<file path="src/spc_pkg.sv">
// package for the sleep power controller: modes, widths, wake source layout, timing
package spc_pkg;
    // sleep mode select encoding (3 bits)
    localparam logic [2:0] SPC_SMODE_IDLE = 3'h0;
    localparam logic [2:0] SPC_SMODE_PDOWN = 3'h2;
    localparam logic [2:0] SPC_SMODE_PSAVE = 3'h3;
    localparam logic [2:0] SPC_SMODE_STDBY = 3'h6;
    localparam logic [2:0] SPC_SMODE_ESTDBY = 3'h7;
    localparam int SPC_WAKE_HOLD = 4;
    localparam logic [2:0] SPC_HOLD_LAST = 3'h3;
    localparam logic [2:0] SPC_HOLD_ZERO = 3'h0;
    localparam int SPC_NPER = 16;
    localparam logic [SPC_NPER-1:0] SPC_GATE_RST = 16'h0000;

    typedef enum logic [1:0] {
        SPC_ST_ACTIVE,
        SPC_ST_SLEEP,
        SPC_ST_HOLD
    } spc_state_t;

    // clock enables driven to the clock tree
    typedef struct packed {
        logic cpu;
        logic nvm;
        logic per;
        logic rtc;
        logic osc;
    } spc_clken_t;

    // classes of pending interrupt that may wake the device
    typedef struct packed {
        logic twi_addr;
        logic port_async;
        logic usb_resume;
        logic rtc;
        logic other;
    } spc_wake_t;

    localparam spc_clken_t SPC_CLK_ALL = '{cpu: 1'b1, nvm: 1'b1, per: 1'b1, rtc: 1'b1, osc: 1'b1};
endpackage

</file>
<file path="src/spc_sleep_ctrl.sv">
// sleep mode and peripheral clock gating controller
// Contract
// five sleep modes, entered only from active by the sleep instruction
// wake by interrupt runs its handler then continues after sleep instruction
// higher priority pending interrupts are served first, in priority order
// after any wake-up the core stays stalled for four cycles
// register file, sram and registers keep their contents while asleep
// reset during sleep gives full reset, execution from reset vector
// idle stops cpu and nvm clocks, nvm programming finishes, peripherals run
// in idle any enabled interrupt wakes the device
// power-down stops every clock including the real-time counter source
// power-down wakes only on twi address, async port, usb resume
// wake sources depend on mode; enabled resets always wake
// per-peripheral gates stop each clock, freezing its state
// per-peripheral gating acts in active and idle modes
// mode encoding and unspecified mode clock behaviour chosen here
`timescale 1ns/1ps
module spc_sleep_ctrl #(
    parameter int NPER = spc_pkg::SPC_NPER
) (
    input wire logic mclk,
    input wire logic sys_rst,
    input wire logic sleep_en,
    input wire logic [2:0] sleep_mode,
    input wire logic sleep_instr,
    input wire spc_pkg::spc_wake_t irq_pend,
    input wire logic nvm_busy,
    input wire logic [NPER-1:0] per_gate,
    output logic cpu_stall,
    output spc_pkg::spc_clken_t clk_en,
    output logic [NPER-1:0] per_clk_en,
    output logic asleep,
    output logic wake_pulse
);
    import spc_pkg::*;

    spc_state_t state_r;
    logic [2:0] mode_r;
    logic [2:0] hold_r;
    logic wake;
    logic enter;
    logic hold_done;
    logic dozing;

    // mode legality: only the five coded modes are accepted
    function automatic logic mode_ok(input logic [2:0] m);
        mode_ok = (m == SPC_SMODE_IDLE) || (m == SPC_SMODE_PDOWN) || (m == SPC_SMODE_PSAVE) ||
                  (m == SPC_SMODE_STDBY) || (m == SPC_SMODE_ESTDBY);
    endfunction

    // request taken this cycle: only from active, refused when disabled or illegal
    assign enter = (state_r == SPC_ST_ACTIVE) && sleep_en && sleep_instr && mode_ok(sleep_mode);

    // last of the four stall cycles after a wake-up
    assign hold_done = (state_r == SPC_ST_HOLD) && (hold_r == SPC_HOLD_LAST);

    // asleep with no accepted wake source; clocks are cut only here
    assign dozing = (state_r == SPC_ST_SLEEP) && !wake;

    spc_wake_filter u_wake (
        .mode(mode_r),
        .pend(irq_pend),
        .wake(wake)
    );

    // reset is asynchronous so a reset while asleep returns straight to active, from the vector
    always_ff @(posedge mclk or posedge sys_rst) begin
        if (sys_rst) begin
            state_r <= SPC_ST_ACTIVE;
        end else begin
            unique case (state_r)
                SPC_ST_ACTIVE: begin
                    if (enter) begin
                        state_r <= SPC_ST_SLEEP;
                    end
                end
                SPC_ST_SLEEP: begin
                    if (wake) begin
                        state_r <= SPC_ST_HOLD;
                    end
                end
                SPC_ST_HOLD: begin
                    if (hold_done) begin
                        state_r <= SPC_ST_ACTIVE;
                    end
                end
                // the unused fourth code falls back to active rather than locking the core
                default: begin
                    state_r <= SPC_ST_ACTIVE;
                end
            endcase
        end
    end

    // mode latched at entry; later writes cannot change an ongoing sleep
    always_ff @(posedge mclk or posedge sys_rst) begin
        if (sys_rst) begin
            mode_r <= SPC_SMODE_IDLE;
        end else if (enter) begin
            mode_r <= sleep_mode;
        end
    end

    always_ff @(posedge mclk or posedge sys_rst) begin
        if (sys_rst) begin
            hold_r <= SPC_HOLD_ZERO;
        end else if (state_r == SPC_ST_HOLD) begin
            hold_r <= hold_r + 3'h1;
        end else begin
            hold_r <= SPC_HOLD_ZERO;
        end
    end

    // stall only, no pc change: the core resumes after the sleep instruction and
    // then takes pending interrupts through the controller in priority order
    always_ff @(posedge mclk or posedge sys_rst) begin
        if (sys_rst) begin
            cpu_stall <= 1'b0;
        end else if (enter) begin
            cpu_stall <= 1'b1;
        end else if (state_r == SPC_ST_ACTIVE || hold_done) begin
            cpu_stall <= 1'b0;
        end else begin
            cpu_stall <= 1'b1;
        end
    end

    // drops in the cycle the wake is taken, so it never overlaps wake_pulse
    always_ff @(posedge mclk or posedge sys_rst) begin
        if (sys_rst) begin
            asleep <= 1'b0;
        end else begin
            asleep <= dozing;
        end
    end

    // one cycle wide: sleep is left at the first accepted wake
    always_ff @(posedge mclk or posedge sys_rst) begin
        if (sys_rst) begin
            wake_pulse <= 1'b0;
        end else begin
            wake_pulse <= (state_r == SPC_ST_SLEEP) && wake;
        end
    end

    // clock enables; gating never resets anything, so all state is retained
    always_ff @(posedge mclk or posedge sys_rst) begin
        if (sys_rst) begin
            clk_en <= SPC_CLK_ALL;
        end else if (dozing) begin
            clk_en.cpu <= 1'b0;
            unique case (mode_r)
                SPC_SMODE_IDLE: begin
                    clk_en.nvm <= nvm_busy;
                    clk_en.per <= 1'b1;
                    clk_en.rtc <= 1'b1;
                    clk_en.osc <= 1'b1;
                end
                SPC_SMODE_PSAVE: begin
                    clk_en.nvm <= nvm_busy;
                    clk_en.per <= 1'b0;
                    clk_en.rtc <= 1'b1;
                    clk_en.osc <= 1'b0;
                end
                SPC_SMODE_STDBY: begin
                    clk_en.nvm <= nvm_busy;
                    clk_en.per <= 1'b0;
                    clk_en.rtc <= 1'b0;
                    clk_en.osc <= 1'b1;
                end
                SPC_SMODE_ESTDBY: begin
                    clk_en.nvm <= nvm_busy;
                    clk_en.per <= 1'b0;
                    clk_en.rtc <= 1'b1;
                    clk_en.osc <= 1'b1;
                end
                // power-down stops nvm even mid-programming: software waits for nvm idle first
                default: begin
                    clk_en.nvm <= 1'b0;
                    clk_en.per <= 1'b0;
                    clk_en.rtc <= 1'b0;
                    clk_en.osc <= 1'b0;
                end
            endcase
        end else begin
            clk_en <= SPC_CLK_ALL;
        end
    end

    // peripheral gates apply whenever the peripheral clock itself runs
    always_ff @(posedge mclk or posedge sys_rst) begin
        if (sys_rst) begin
            per_clk_en <= ~SPC_GATE_RST[NPER-1:0];
        end else if (dozing && mode_r != SPC_SMODE_IDLE) begin
            per_clk_en <= '0;
        end else begin
            per_clk_en <= ~per_gate;
        end
    end
endmodule // spc_sleep_ctrl

</file>
<file path="src/spc_wake_filter.sv">
// wake source qualification per sleep mode
`timescale 1ns/1ps
module spc_wake_filter (
    input wire logic [2:0] mode,
    input wire spc_pkg::spc_wake_t pend,
    output logic wake
);
    import spc_pkg::*;
    always_comb begin
        unique case (mode)
            SPC_SMODE_IDLE: wake = |pend;
            SPC_SMODE_PDOWN: wake = pend.twi_addr | pend.port_async | pend.usb_resume;
            SPC_SMODE_PSAVE, SPC_SMODE_ESTDBY: wake = pend.twi_addr | pend.port_async | pend.usb_resume | pend.rtc;
            SPC_SMODE_STDBY: wake = pend.twi_addr | pend.port_async | pend.usb_resume;
            default: wake = 1'b0;
        endcase
    end
endmodule // spc_wake_filter

</file>
<file path="config.mk">
export PLATFORM = sky130hd
export DESIGN_NAME = spc_sleep_ctrl
export DESIGN_NICKNAME = d
export VERILOG_FILES = /design/src/spc_pkg.sv /design/src/spc_sleep_ctrl.sv /design/src/spc_wake_filter.sv
export SDC_FILE = /design/constraint.sdc
export NUM_CORES = 1
export LEC_CHECK = 0
export ABC_AREA = 1
export BUFFER_PORTS_ARGS = -buffer_cell sky130_fd_sc_hd__buf_2
export CORE_MARGIN = 5
export CORE_UTILIZATION = 30
export DETAILED_ROUTE_END_ITERATION = 8
export PLACE_DENSITY = 0.52
export SYNTH_ARGS = -nofsm -noshare
export SYNTH_HDL_FRONTEND = slang
export SYNTH_SLANG_ARGS = --single-unit
</file>
<file path="constraint.sdc">
create_clock -name mclk -period 1.7 [get_ports mclk]
set_clock_uncertainty 0.15 [all_clocks]
set_input_delay 0.085 -clock mclk [delete_from_list [all_inputs] [get_ports mclk]]
set_output_delay 0.085 -clock mclk [all_outputs]
set_load 0.02 [all_outputs]
</file>
After elaboration in Yosys (flattened, before gate mapping)

Index checks and enable logic that the tools add are counted.

Add/subtract/negate cells: 1
Equal/unequal tests: 14
Multiplexer cells: 11
Bitwise operators: 4
Reductions and logical operators: 21

Operator list:

| kind                                                 | count |
|---|---|
| two-way mux 16 bit                                   | 1 |
| NOT 16 bit                                           | 1 |
| one-hot mux 4 bit (4 select lines)                   | 1 |
| equality test 3 x 2 -> 1 bit (second input constant) | 5 |
| equality test 3 bit (second input constant)          | 4 |
| logical AND 1 bit                                    | 7 |
| zero test 3 bit                                      | 2 |
| two-way mux 2 bit                                    | 3 |
| != test 2 bit (second input constant)                | 3 |
| one-hot mux 2 bit (3 select lines)                   | 1 |
| logical OR 1 bit                                     | 5 |
| two-way mux 5 bit                                    | 1 |
| OR reduction 5 bit                                   | 1 |
| OR reduction 2 bit                                   | 2 |
| adder 3 x 1 -> 3 bit (second input constant)         | 1 |
| two-way mux 3 bit                                    | 1 |
| bitwise OR 1 bit                                     | 3 |
| one-hot mux 1 bit (3 select lines)                   | 1 |
| AND reduction 3 bit                                  | 1 |
| nonzero test 3 bit                                   | 1 |
| equality test 2 x 1 -> 1 bit (second input constant) | 1 |
| equality test 2 bit (second input constant)          | 1 |
| zero test 2 bit                                      | 1 |
| two-way mux 1 bit                                    | 2 |
| zero test 1 bit                                      | 1 |

Register bits: 32
Input bits: 29

Depth between registers and ports, before layout

Gate-level depths: netlist of run 1.

Depth in word-level cells: 8
Mapped depth: 8
Gate-level depth less buffers: 8

Modules after synthesis

From an unflattened synthesis of run 1, not the netlist that was laid out.

Cell total of the unflattened synthesis: 109
Area total of the unflattened synthesis: 1186.1 sq um

Modules (own cells, without submodules):

| module          | times used | cells each | area an instance (sq um) |
|---|---|---|---|
| spc_sleep_ctrl  | 1          | 99         | 1146.1 |
| spc_wake_filter | 1          | 10         | 40.0 |

Worst setup path before layout of run 1

OpenSTA, ideal clock, no wires.

Path kind: reg2reg
From: register mode_r[1]
To: register per_clk_en[6]
Library setup time: 0.070 ns
Arrival time: 1.074 ns
Data required time: 1.480 ns
Path slack: 0.406 ns
Cell stages (with the launch flop): 8
Clock period less this slack: 1.294 ns
Cell sequence: dfrtp_1 inv_1 o21ai_0 nand2_1 nand4_4 buf_8 nand2_2 inv_2

Cells in the longest elaborated chain, start to end: 7
Elaborated cells between the ends (all ways): 13
Classes of those cells: eq/ne (4); mux (2); reduce/logical (7)

Ends and longest elaborated chain:

| element                                                                    | RTL line              | source |
|---|---|---|
| from (decl)                                                                | spc_sleep_ctrl.sv:38  | `logic [2:0] mode_r;` |
| from (signal assigned)                                                     | spc_sleep_ctrl.sv:100 | `mode_r <= sleep_mode;` |
| equality test 3 x 2 -> 1 bit / equality test 3 bit (equally long branches) | spc_wake_filter.sv:10 | `unique case (mode)` |
| OR reduction 2 bit (on tied branches)                                      | n/a                   |  |
| one-hot mux 1 bit (3 select lines)                                         | spc_wake_filter.sv:10 |  |
| zero test 1 bit                                                            | spc_sleep_ctrl.sv:58  | `assign dozing = (state_r == SPC_ST_SLEEP) && !wake;` |
| logical AND 1 bit                                                          | spc_sleep_ctrl.sv:58  |  |
| logical AND 1 bit (*)                                                      | spc_sleep_ctrl.sv:194 | `end else if (dozing && mode_r != SPC_SMODE_IDLE) begin` |
| two-way mux 16 bit (*)                                                     | spc_sleep_ctrl.sv:194 |  |
| to (signal assigned)                                                       | spc_sleep_ctrl.sv:193 | `per_clk_en <= ~SPC_GATE_RST[NPER-1:0];` |
| to (signal assigned)                                                       | spc_sleep_ctrl.sv:197 | `per_clk_en <= ~per_gate;` |
| to (decl)                                                                  | spc_sleep_ctrl.sv:31  | `output logic [NPER-1:0] per_clk_en,` |

Every way passes the cells marked *; elsewhere a longest branch is shown, timed or not.
A chain may end at the register's enable or synchronous reset.

Final worst setup path of run 1

From: register mode_r[1]
To: register per_clk_en[1]

Same word-level chain as after synthesis.

==> results of run 1 <==
-- critical path, cell delays in order (launching register included) --
cell and delay (ns):
dfrtp_1 0.42, inv_1 0.10, o21ai_0 0.08, nand2_1 0.12
nand4_4 0.31, nand2_1 0.14, inv_1 0.05
-- metrics by stage --
step / std cells / worst slack [ns]
finish: 273 / 0.254
global route: 273 / 0.0929
CTS: 273 / 0.230
detailed placement: 244 / 0.243
global placement: 244 / 0.248
floorplan: 140 / 0.406
-- placed cells by master (no fill, tap or decap), types with 2 or more instances in the layout --
cell type | synthesis | final
clkbuf_8 | 0 | 5
inv_2 | 3 | 3
inv_1 | 44 | 44
ha_1 | 2 | 2
dfstp_2 | 21 | 21
nor2_1 | 8 | 8
buf_2 | 0 | 52
nand3_1 | 4 | 4
nand2_1 | 21 | 21
o21ai_0 | 5 | 5
nand2_2 | 9 | 9
o211ai_1 | 2 | 2
dlygate4sd3_1 | 0 | 21
dfrtp_1 | 11 | 11
nand2_4 | 3 | 3
-- state kept, by name, indices dropped and copies added, names as in the netlist --
signal,count
clk_en,5
cpu_stall,1
hold_r,3
asleep,1
mode_r,3
state_r,2
wake_pulse,1
per_clk_en,16
-- final cells by class --
| class | instances | area, um2 | share of cell area |
|---|---|---|---|
| Sequential cell | 32 | 827 | 0.414 |
| Clock buffer | 6 | 72.6 | 0.0364 |
| Inverter | 47 | 176 | 0.0884 |
| Clock inverter | 2 | 35.0 | 0.0176 |
| Tap cell | 52 | 65.1 | 0.0326 |
| Multi-Input combinational cell | 60 | 342 | 0.171 |
| Timing Repair Buffer | 74 | 478 | 0.239 |
-- worst max-delay path by stage --
stage | from | endpoint | slack (ns)
final | mode_r[1]$_DFFE_PP0P_ | per_clk_en[1]$_DFF_PP1_ | 0.25
after global routing | mode_r[1]$_DFFE_PP0P_ | per_clk_en[1]$_DFF_PP1_ | 0.09
after CTS | mode_r[1]$_DFFE_PP0P_ | per_clk_en[4]$_DFF_PP1_ | 0.23
after detailed placement | mode_r[1]$_DFFE_PP0P_ | per_clk_en[4]$_DFF_PP1_ | 0.24
after global placement | mode_r[1]$_DFFE_PP0P_ | per_clk_en[4]$_DFF_PP1_ | 0.25
after floorplan | mode_r[1]$_DFFE_PP0P_ | per_clk_en[6]$_DFF_PP1_ | 0.41
-- cell families (layout without fill, tap and decap cells) --
family / count (synthesis) / in the layout / synth area share
simple gates: 50 / 50 / 0.198
compound gates: 8 / 8 / 0.0350
fa+ha+maj: 2 / 2 / 0.0184
buf+inv: 48 / 129 / 0.141
flops: 32 / 32 / 0.608
-- report_power, final --
group / internal (mW) / total, mW / switching [mW]
Combinational: 0.243 / 0.664 / 0.421
Sequential: 0.937 / 1.02 / 0.0860
Clock: 0.435 / 0.707 / 0.272
-- metal layers --
| layer | track usage | wire length [um] |
|---|---|---|
| met1 | 0.122 | 1220 |
| met2 | 0.178 | 1340 |
| met3 | 0.0532 | 350 |
| met4 | 0.0464 | 37 |
| met5 | 0 | 0 |
==> flow_metrics.env, run 1 <==
export IMPL_status="complete, no violations"
export IMPL_dieArea_um2=5980
export IMPL_powerDensity_nw_per_um2=1200
export IMPL_ys_top_cells_by_count="inv_1 (44), dfstp_2 (21), nand2_1 (21)"
export IMPL_cts_tree="done"
export IMPL_maxSlewHeadroom=0.715
export IMPL_n_antenna_cell=0
export IMPL_fin_util=0.455
export IMPL_ys_warn_count=0
export IMPL_root_buffer="clkbuf_8"
export IMPL_firstDrtPassIters=4
export IMPL_post_route_min_period_ns=1.45
export IMPL_io_pins=53
export IMPL_reg2reg_from="mode_r[1]$_DFFE_PP0P_"
export IMPL_path_class="reg2reg"
export IMPL_port_buffers=52
export IMPL_ys_ff_latch=32
export IMPL_detail_route_wl_per_cell_um=10.8
export IMPL_leakagePower_nw=1.11
export IMPL_post_cts_resized=0
export IMPL_worstPathRequired_ns=1.76
export IMPL_totalWireLength_um=2950
export IMPL_syn_num_nets=171
export IMPL_ys_flop_type="dfstp_2"
export IMPL_whs_path_depth=5
export IMPL_hpwl_um=1950
export IMPL_antenna_found_initial=0
export IMPL_cts_made_buffers=5
export IMPL_coreArea_um2=4380
export IMPL_grt_max_degree=33
export IMPL_clkLatencyLatePin_ns=0.28
export IMPL_async_flop_share=1.00
export IMPL_ctsHtreeMaxLevel=2
export IMPL_crit_fanout=17
export IMPL_tightestPinTransition_ns=0.424
export IMPL_r2r_slack_ns=0.25
export IMPL_clk_pin_slew_worst_paths_ns=0.07
export IMPL_nets=251
export IMPL_ys_seq_area_frac=0.608
export IMPL_fin_setup_tns_ns=0
export IMPL_final_max_slew_violation_count=0
export IMPL_cp_start_kind="flop"
export IMPL_synthCells=140
export IMPL_drc=0
export IMPL_postRouteAntennaNets=0
export IMPL_setup_violations=0
export IMPL_grt_setup_unrepaired="no"
export IMPL_netlist_area_um2=1360
export IMPL_fill_cells=433
export IMPL_rows=24
export IMPL_final_min_period_over_clock_period=0.850
export IMPL_cp_arrival_ns=1.50
export IMPL_fin_area_um2=2000
export IMPL_synthTopCellsByArea="dfstp_2 (41%), dfrtp_1 (20%), inv_1 (12%)"
export IMPL_synth_top_area_frac=0.406
export IMPL_synth_top_area_cell="dfstp_2"
export IMPL_grtUsageTotal=0.110
export IMPL_hold_class="in2reg"
export IMPL_peakVddDrop_v=0.000580
export IMPL_overflow=0
export IMPL_cts_path_max_buffers=2
export IMPL_die_w_um=77.3
export IMPL_grt_pass1_wl_um=5200
export IMPL_place_gp_congestion=0.703
export IMPL_hold_start="sleep_en"
export IMPL_max_freq_mhz=692
export IMPL_first_iter_violations=13
export IMPL_r2r_end="per_clk_en[1]$_DFF_PP1_"
export IMPL_first_global_vias=1193
export IMPL_via_per_inst=3.95
export IMPL_dieHeight_um=77.3
export IMPL_reg2reg_depth=6
export IMPL_synth_edff_count=0
export IMPL_hold_end="mode_r[1]$_DFFE_PP0P_"
export IMPL_post_cts_setup_buffers=0
export IMPL_worst_setup_path_end_kind="flop"
export IMPL_maxCapViolations=0
export IMPL_drive_gt1_frac=0.452
export IMPL_syn_avg_cell_area_um2=9.71
export IMPL_hold_slack_ns=0.0291
export IMPL_clkSinkCount=32
export IMPL_synthToLayoutAreaGrowth_pct=46.7
export IMPL_ctsHoldBuffers=21
export IMPL_synth_distinct_cells=19
export IMPL_total_power_mw=2.39
export IMPL_vias=1077
export IMPL_post_dp_cell_area_um2=1680
export IMPL_start_util=0.310
export IMPL_yosysMostFrequentCell="inv_1"
export IMPL_hold_viol=0
No activity file was read; power rests on OpenSTA's default activity.
==> inputs of run 2 (changes only) <==
Settings changed: CORE_UTILIZATION 30 to 47, PLACE_DENSITY 0.52 to 0.75, SKIP_LAST_GASP from default to 1.
==> run 2 against run 1 <==
Register-to-register slack worse by 0.095 ns. Critical path depth down 2. Final cell count down 7.3%. Flip-flop and latch count unchanged. Sequential power about the same. Die area down 32%. Global-route usage up 5.2 points. Maximum frequency down 6.2%. Total power down 9.4%. Largest power group unchanged. Highest routed layer unchanged.
==> flow_metrics.env, run 2 (same netlist as run 1, synthesis figures left out) <==
export IMPL_cts_path_max_buffers=2
export IMPL_hold_class="in2reg"
export IMPL_cts_tree="done"
export IMPL_cp_arrival_ns=1.63
export IMPL_hold_viol=0
export IMPL_postRouteAntennaNets=0
export IMPL_overflow=0
export IMPL_via_per_inst=4.34
export IMPL_ctsHtreeMaxLevel=2
export IMPL_fin_util=0.706
export IMPL_largest_reg_flops=16
export IMPL_final_max_slew_violation_count=0
export IMPL_cp_start_kind="flop"
export IMPL_totalWireLength_um=2830
export IMPL_fin_setup_tns_ns=0
export IMPL_fin_area_um2=1950
export IMPL_largest_register="per_clk_en"
export IMPL_powerDensity_nw_per_um2=1110
export IMPL_first_iter_violations=24
export IMPL_clk_pin_slew_worst_paths_ns=0.10
export IMPL_worstPathRequired_ns=1.79
export IMPL_final_common_cell="buf_2"
export IMPL_top_regs="per_clk_en x16, clk_en x5"
export IMPL_crit_slowest_cell="dlygate4sd3_1"
export IMPL_total_power_mw=2.17
export IMPL_drc=0
export IMPL_maxCapViolations=0
export IMPL_drive_gt1_frac=0.455
export IMPL_io_pins=53
export IMPL_setup_violations=0
export IMPL_cp_cell_sequence="nor3_2 -> nand2_1 -> dlygate4sd3_1 -> o21ai_0"
export IMPL_start_util=0.493
export IMPL_hpwl_um=2000
export IMPL_place_gp_congestion=0.751
export IMPL_grt_setup_unrepaired="no"
export IMPL_max_freq_mhz=649
export IMPL_grt_max_degree=33
export IMPL_coreArea_um2=2760
export IMPL_path_class="reg2reg"
export IMPL_port_buffers=52
export IMPL_crit_buf_inv=1
export IMPL_crit_path_max_incr_delay_ns=0.55
export IMPL_rows=19
export IMPL_dieHeight_um=63.8
export IMPL_status="complete, no violations"
export IMPL_post_route_min_period_ns=1.54
export IMPL_worst_setup_path_end_kind="flop"
export IMPL_die_w_um=63.8
export IMPL_cp_top_family="buffers and inverters"
export IMPL_cts_made_buffers=5
export IMPL_peakVddDrop_v=0.000755
export IMPL_leakagePower_nw=1.10
export IMPL_antenna_found_initial=0
export IMPL_clkSinkCount=32
export IMPL_firstDrtPassIters=4
export IMPL_tightestPinTransition_ns=0.529
export IMPL_grtUsageTotal=0.162
export IMPL_first_global_vias=1163
export IMPL_nets=252
export IMPL_clkLatencyLatePin_ns=0.32
export IMPL_n_antenna_cell=0
export IMPL_crit_fanout=3
export IMPL_root_buffer="clkbuf_4"
export IMPL_detail_route_wl_per_cell_um=11.2
export IMPL_final_min_period_over_clock_period=0.906
export IMPL_hold_slack_ns=0.0902
export IMPL_vias=1097
export IMPL_dieArea_um2=4070
export IMPL_post_dp_cell_area_um2=1650
export IMPL_synthToLayoutAreaGrowth_pct=43.1
export IMPL_grt_pass1_wl_um=5130
export IMPL_layout_common_cells="buf_2 (52), inv_1 (44), dlygate4sd3_1 (22)"
export IMPL_maxSlewHeadroom=0.644
[run 2: changes by cell type in the layout (fill, tap and decap cells not counted), sizes merged]
cell / before / now
clkbuf: 6 / 8
bufinv: 1 / 0
clkinv: 1 / 0
dlygate4sd3: 21 / 22
[run 2: power by group]
group | switching, mW | internal [mW]
clock | 0.231 | 0.243
sequential | 0.0894 | 0.935
combinational | 0.425 | 0.246
total | 0.745 | 1.42
[run 2: path summary, 6_finish.rpt]
| kind | from | cells after the start | slack, ns | to |
|---|---|---|---|---|
| max | state_r[0]$_DFFE_PP0P_ | 4 | 0.16 | mode_r[1]$_DFFE_PP0P_ |
| min | irq_pend[0] | 5 | 0.09 | asleep$_DFF_PP0_ |
| max reg2reg | state_r[0]$_DFFE_PP0P_ | 4 | 0.16 | mode_r[1]$_DFFE_PP0P_ |
| min reg2reg | hold_r[0]$_DFF_PP0_ | 1 | 0.29 | hold_r[0]$_DFF_PP0_ |
| max in group asynchronous | sys_rst | 4 | 0.85 | clk_en[2]$_DFF_PP1_ |
| min in group asynchronous | sys_rst | 4 | 0.23 | mode_r[2]$_DFFE_PP0P_ |
[run 2: worst reg2reg max path, stage by stage, from the launching register on]
cell	delay, ns
dfrtp_1	0.41
nor3_2	0.20
nand2_1	0.07
dlygate4sd3_1	0.55
o21ai_0	0.08
[run 2: repair_timing]
action | CTS | global route
hold buffers | 22 | 0
endpoints found under the setup margin | 0 | 1
hold endpoints to repair | 52 | 0
buffers inserted | 0 | 0
gates resized for setup | 0 | 1
[run 2: metrics by stage]
step	setup slack, ns	instances
6_report	0.159	253
5_1_grt	0.0447	253
4_1_cts	0.118	253
3_5_place_dp	0.260	223
3_3_place_gp	0.319	223
2_1_floorplan	0.406	140
[run 2: final cells by class]
type                            instances  area (um2)
Clock buffer                            8        68.8
Sequential cell                        32         827
Inverter                               47         176
Fill cell                             210         812
Tap cell                               31        38.8
Timing Repair Buffer                   75         488
Multi-Input combinational cell         60         347
[run 2: metal layers]
metal	global-route usage	share of wire
met5	0	0
met1	0.168	0.36
met4	0.0831	0.018
met3	0.0788	0.096
met2	0.269	0.53
==> inputs of run 3 (changes only) <==
Settings changed: SETUP_SLACK_MARGIN from default to 0.3.
==> run 3 against run 2 <==
First-iteration DRC count decreased by 8.3%. Hold slack got worse by 0.034 ns. Final cell count increased by 1.2%. Clock power increased by 0.8%. Core utilization increased by 3.4 points. Global-route usage increased by 0.25 points. Largest power group unchanged.
==> flow_metrics.env, run 3 (same netlist as run 1, synthesis figures left out) <==
export IMPL_io_pins=53
export IMPL_clkLatencyLatePin_ns=0.32
export IMPL_cts_tree="done"
export IMPL_cp_arrival_ns=1.52
export IMPL_via_per_inst=4.38
export IMPL_maxCapViolations=0
export IMPL_switching_share=0.352
export IMPL_cp_cell_sequence="nor2_4 -> nand2_4 -> nand2_4 -> nand2_4 -> nand4_4 -> clkbuf_16 -> nand2_2 -> inv_2"
export IMPL_final_common_cell="buf_2"
export IMPL_placedCellCount=223
export IMPL_top_regs="per_clk_en x16, clk_en x5"
export IMPL_power_switching_mw=0.796
export IMPL_r2r_slack_ns=0.30
export IMPL_fin_area_um2=2040
export IMPL_grt_setup_unrepaired="yes"
export IMPL_leakagePower_nw=1.13
export IMPL_max_freq_mhz=713
export IMPL_cts_made_buffers=5
export IMPL_first_global_vias=1168
export IMPL_final_cell_count_no_fill=256
export IMPL_firstDrtPassIters=4
export IMPL_grt_pass1_wl_um=5180
export IMPL_start_util=0.493
export IMPL_worstPathRequired_ns=1.82
export IMPL_path_class="reg2reg"
export IMPL_multi_input_area_um2=383
export IMPL_rows=19
export IMPL_regArea_um2=830
export IMPL_post_route_min_period_ns=1.40
export IMPL_drive_gt1_frac=0.524
export IMPL_n_antenna_cell=0
export IMPL_status="complete, no violations"
export IMPL_vias=1120
export IMPL_pwr_share_clk=0.212
export IMPL_cp_depth=8
export IMPL_layout_common_cells="buf_2 (52), inv_1 (36), dlygate4sd3_1 (23)"
export IMPL_post_dp_cell_area_um2=1650
export IMPL_postRouteAntennaNets=0
export IMPL_setup_violations=0
export IMPL_root_buffer="clkbuf_4"
export IMPL_die_w_um=63.8
export IMPL_grt_max_degree=33
export IMPL_cp_endpoint="per_clk_en[10]$_DFF_PP1_"
export IMPL_overflow=0
export IMPL_ctsHtreeMaxLevel=2
export IMPL_largest_register="per_clk_en"
export IMPL_reg2reg_depth=8
export IMPL_r2r_end="per_clk_en[10]$_DFF_PP1_"
export IMPL_hold_viol=0
export IMPL_crit_buf_inv=2
export IMPL_cts_path_max_buffers=2
export IMPL_hold_slack_ns=0.0558
export IMPL_place_gp_congestion=0.751
export IMPL_final_max_slew_violation_count=0
export IMPL_crit_path_max_incr_delay_ns=0.46
export IMPL_antenna_found_initial=0
export IMPL_powerDensity_nw_per_um2=1110
export IMPL_first_iter_violations=22
export IMPL_pwr_share_comb=0.325
export IMPL_final_min_period_over_clock_period=0.825
export IMPL_detail_route_wl_per_cell_um=11.8
export IMPL_hold_class="in2reg"
export IMPL_totalWireLength_um=3030
export IMPL_worst_setup_path_end_kind="flop"
export IMPL_synthToLayoutAreaGrowth_pct=50.0
export IMPL_cp_top_family="simple AND/OR/NAND/NOR gates"
export IMPL_tightestPinTransition_ns=0.384
export IMPL_port_buffers=52
export IMPL_fill_cells=193
export IMPL_maxSlewHeadroom=0.744
export IMPL_peakVddDrop_v=0.000817
export IMPL_grtUsageTotal=0.164
export IMPL_nets=255
export IMPL_drc=0
export IMPL_crit_slowest_cell="dfrtp_2"
export IMPL_critPathMostFrequentCell="nand2_4"
export IMPL_largest_reg_flops=16
export IMPL_fin_setup_tns_ns=0
export IMPL_dieHeight_um=63.8
export IMPL_reg2reg_from="mode_r[0]$_DFFE_PP0P_"
export IMPL_cp_start_kind="flop"
export IMPL_clkSinkCount=32
export IMPL_coreArea_um2=2760
export IMPL_dieArea_um2=4070
export IMPL_clk_pin_slew_worst_paths_ns=0.09
export IMPL_p_seq_frac=0.463
export IMPL_crit_fanout=8
export IMPL_intPower_mw=1.46
export IMPL_hpwl_um=2000
export IMPL_startpoint="mode_r[0]$_DFFE_PP0P_"
## run 3: routing by layer
metal	track usage	vias up	wire length, um	share of wire
met2	0.270	49	1530	0.51
li1	-	562	-	-
met5	0	-	0	0
met4	0.0883	0	109	0.036
met1	0.175	497	1110	0.37
met3	0.0753	12	280	0.093
## run 3: how the worst min path moves through the flow
stage	startpoint	endpoint	slack (ns)	cells past startpoint
after CTS	irq_pend[0]	asleep$_DFF_PP0_	0.08	5
final	irq_pend[0]	asleep$_DFF_PP0_	0.06	5
after global routing	irq_pend[0]	asleep$_DFF_PP0_	0.06	5
after floorplan	sys_rst	asleep$_DFF_PP0_	0.04	1
after detailed placement	sys_rst	hold_r[2]$_DFF_PP0_	0.03	3
after global placement	sys_rst	hold_r[1]$_DFF_PP0_	0.02	3
## run 3: power groups by stage
| stage | clock [mW] | sequential, mW | combinational (mW) |
|---|---|---|---|
| after floorplan | 0 | 1.11 | 0.380 |
| after global placement | 0 | 1.03 | 0.608 |
| after detailed placement | 0 | 1.04 | 0.635 |
| after CTS | 0.496 | 1.02 | 0.690 |
| after global routing | 0.541 | 1.07 | 0.817 |
| final | 0.478 | 1.05 | 0.735 |
## run 3: tightest hold or removal path: cells and delay by family
kind	cells	cell delay, ns
simple gates	4	0.33
buf+inv	1	0.07
## run 3: final cells by class
class / instances / share of cell area
sequential: 32 / 0.407
clock buffer: 8 / 0.0337
multi-input combinational: 60 / 0.188
timing repair buffer: 78 / 0.266
inverter: 47 / 0.0865
tap: 31 / 0.0190
## run 3: per-stage QoR
| step | setup WS (ns) | utilization | power [mW] |
|---|---|---|---|
| floorplan | 0.406 | - | 1.49 |
| global placement | 0.319 | 0.599 | 1.64 |
| detailed placement | 0.260 | 0.599 | 1.67 |
| CTS | 0.285 | 0.715 | 2.21 |
| global route | 0.232 | 0.740 | 2.42 |
| finish | 0.298 | 0.740 | 2.26 |
## run 3: timing repair
item	4_1_cts	5_1_grt
endpoints found under the hold margin	54	0
buffers inserted	1	0
resized for setup	1	20
cloned	0	1
hold buffers	23	0
pin swaps	2	2
setup endpoints to repair	18	25
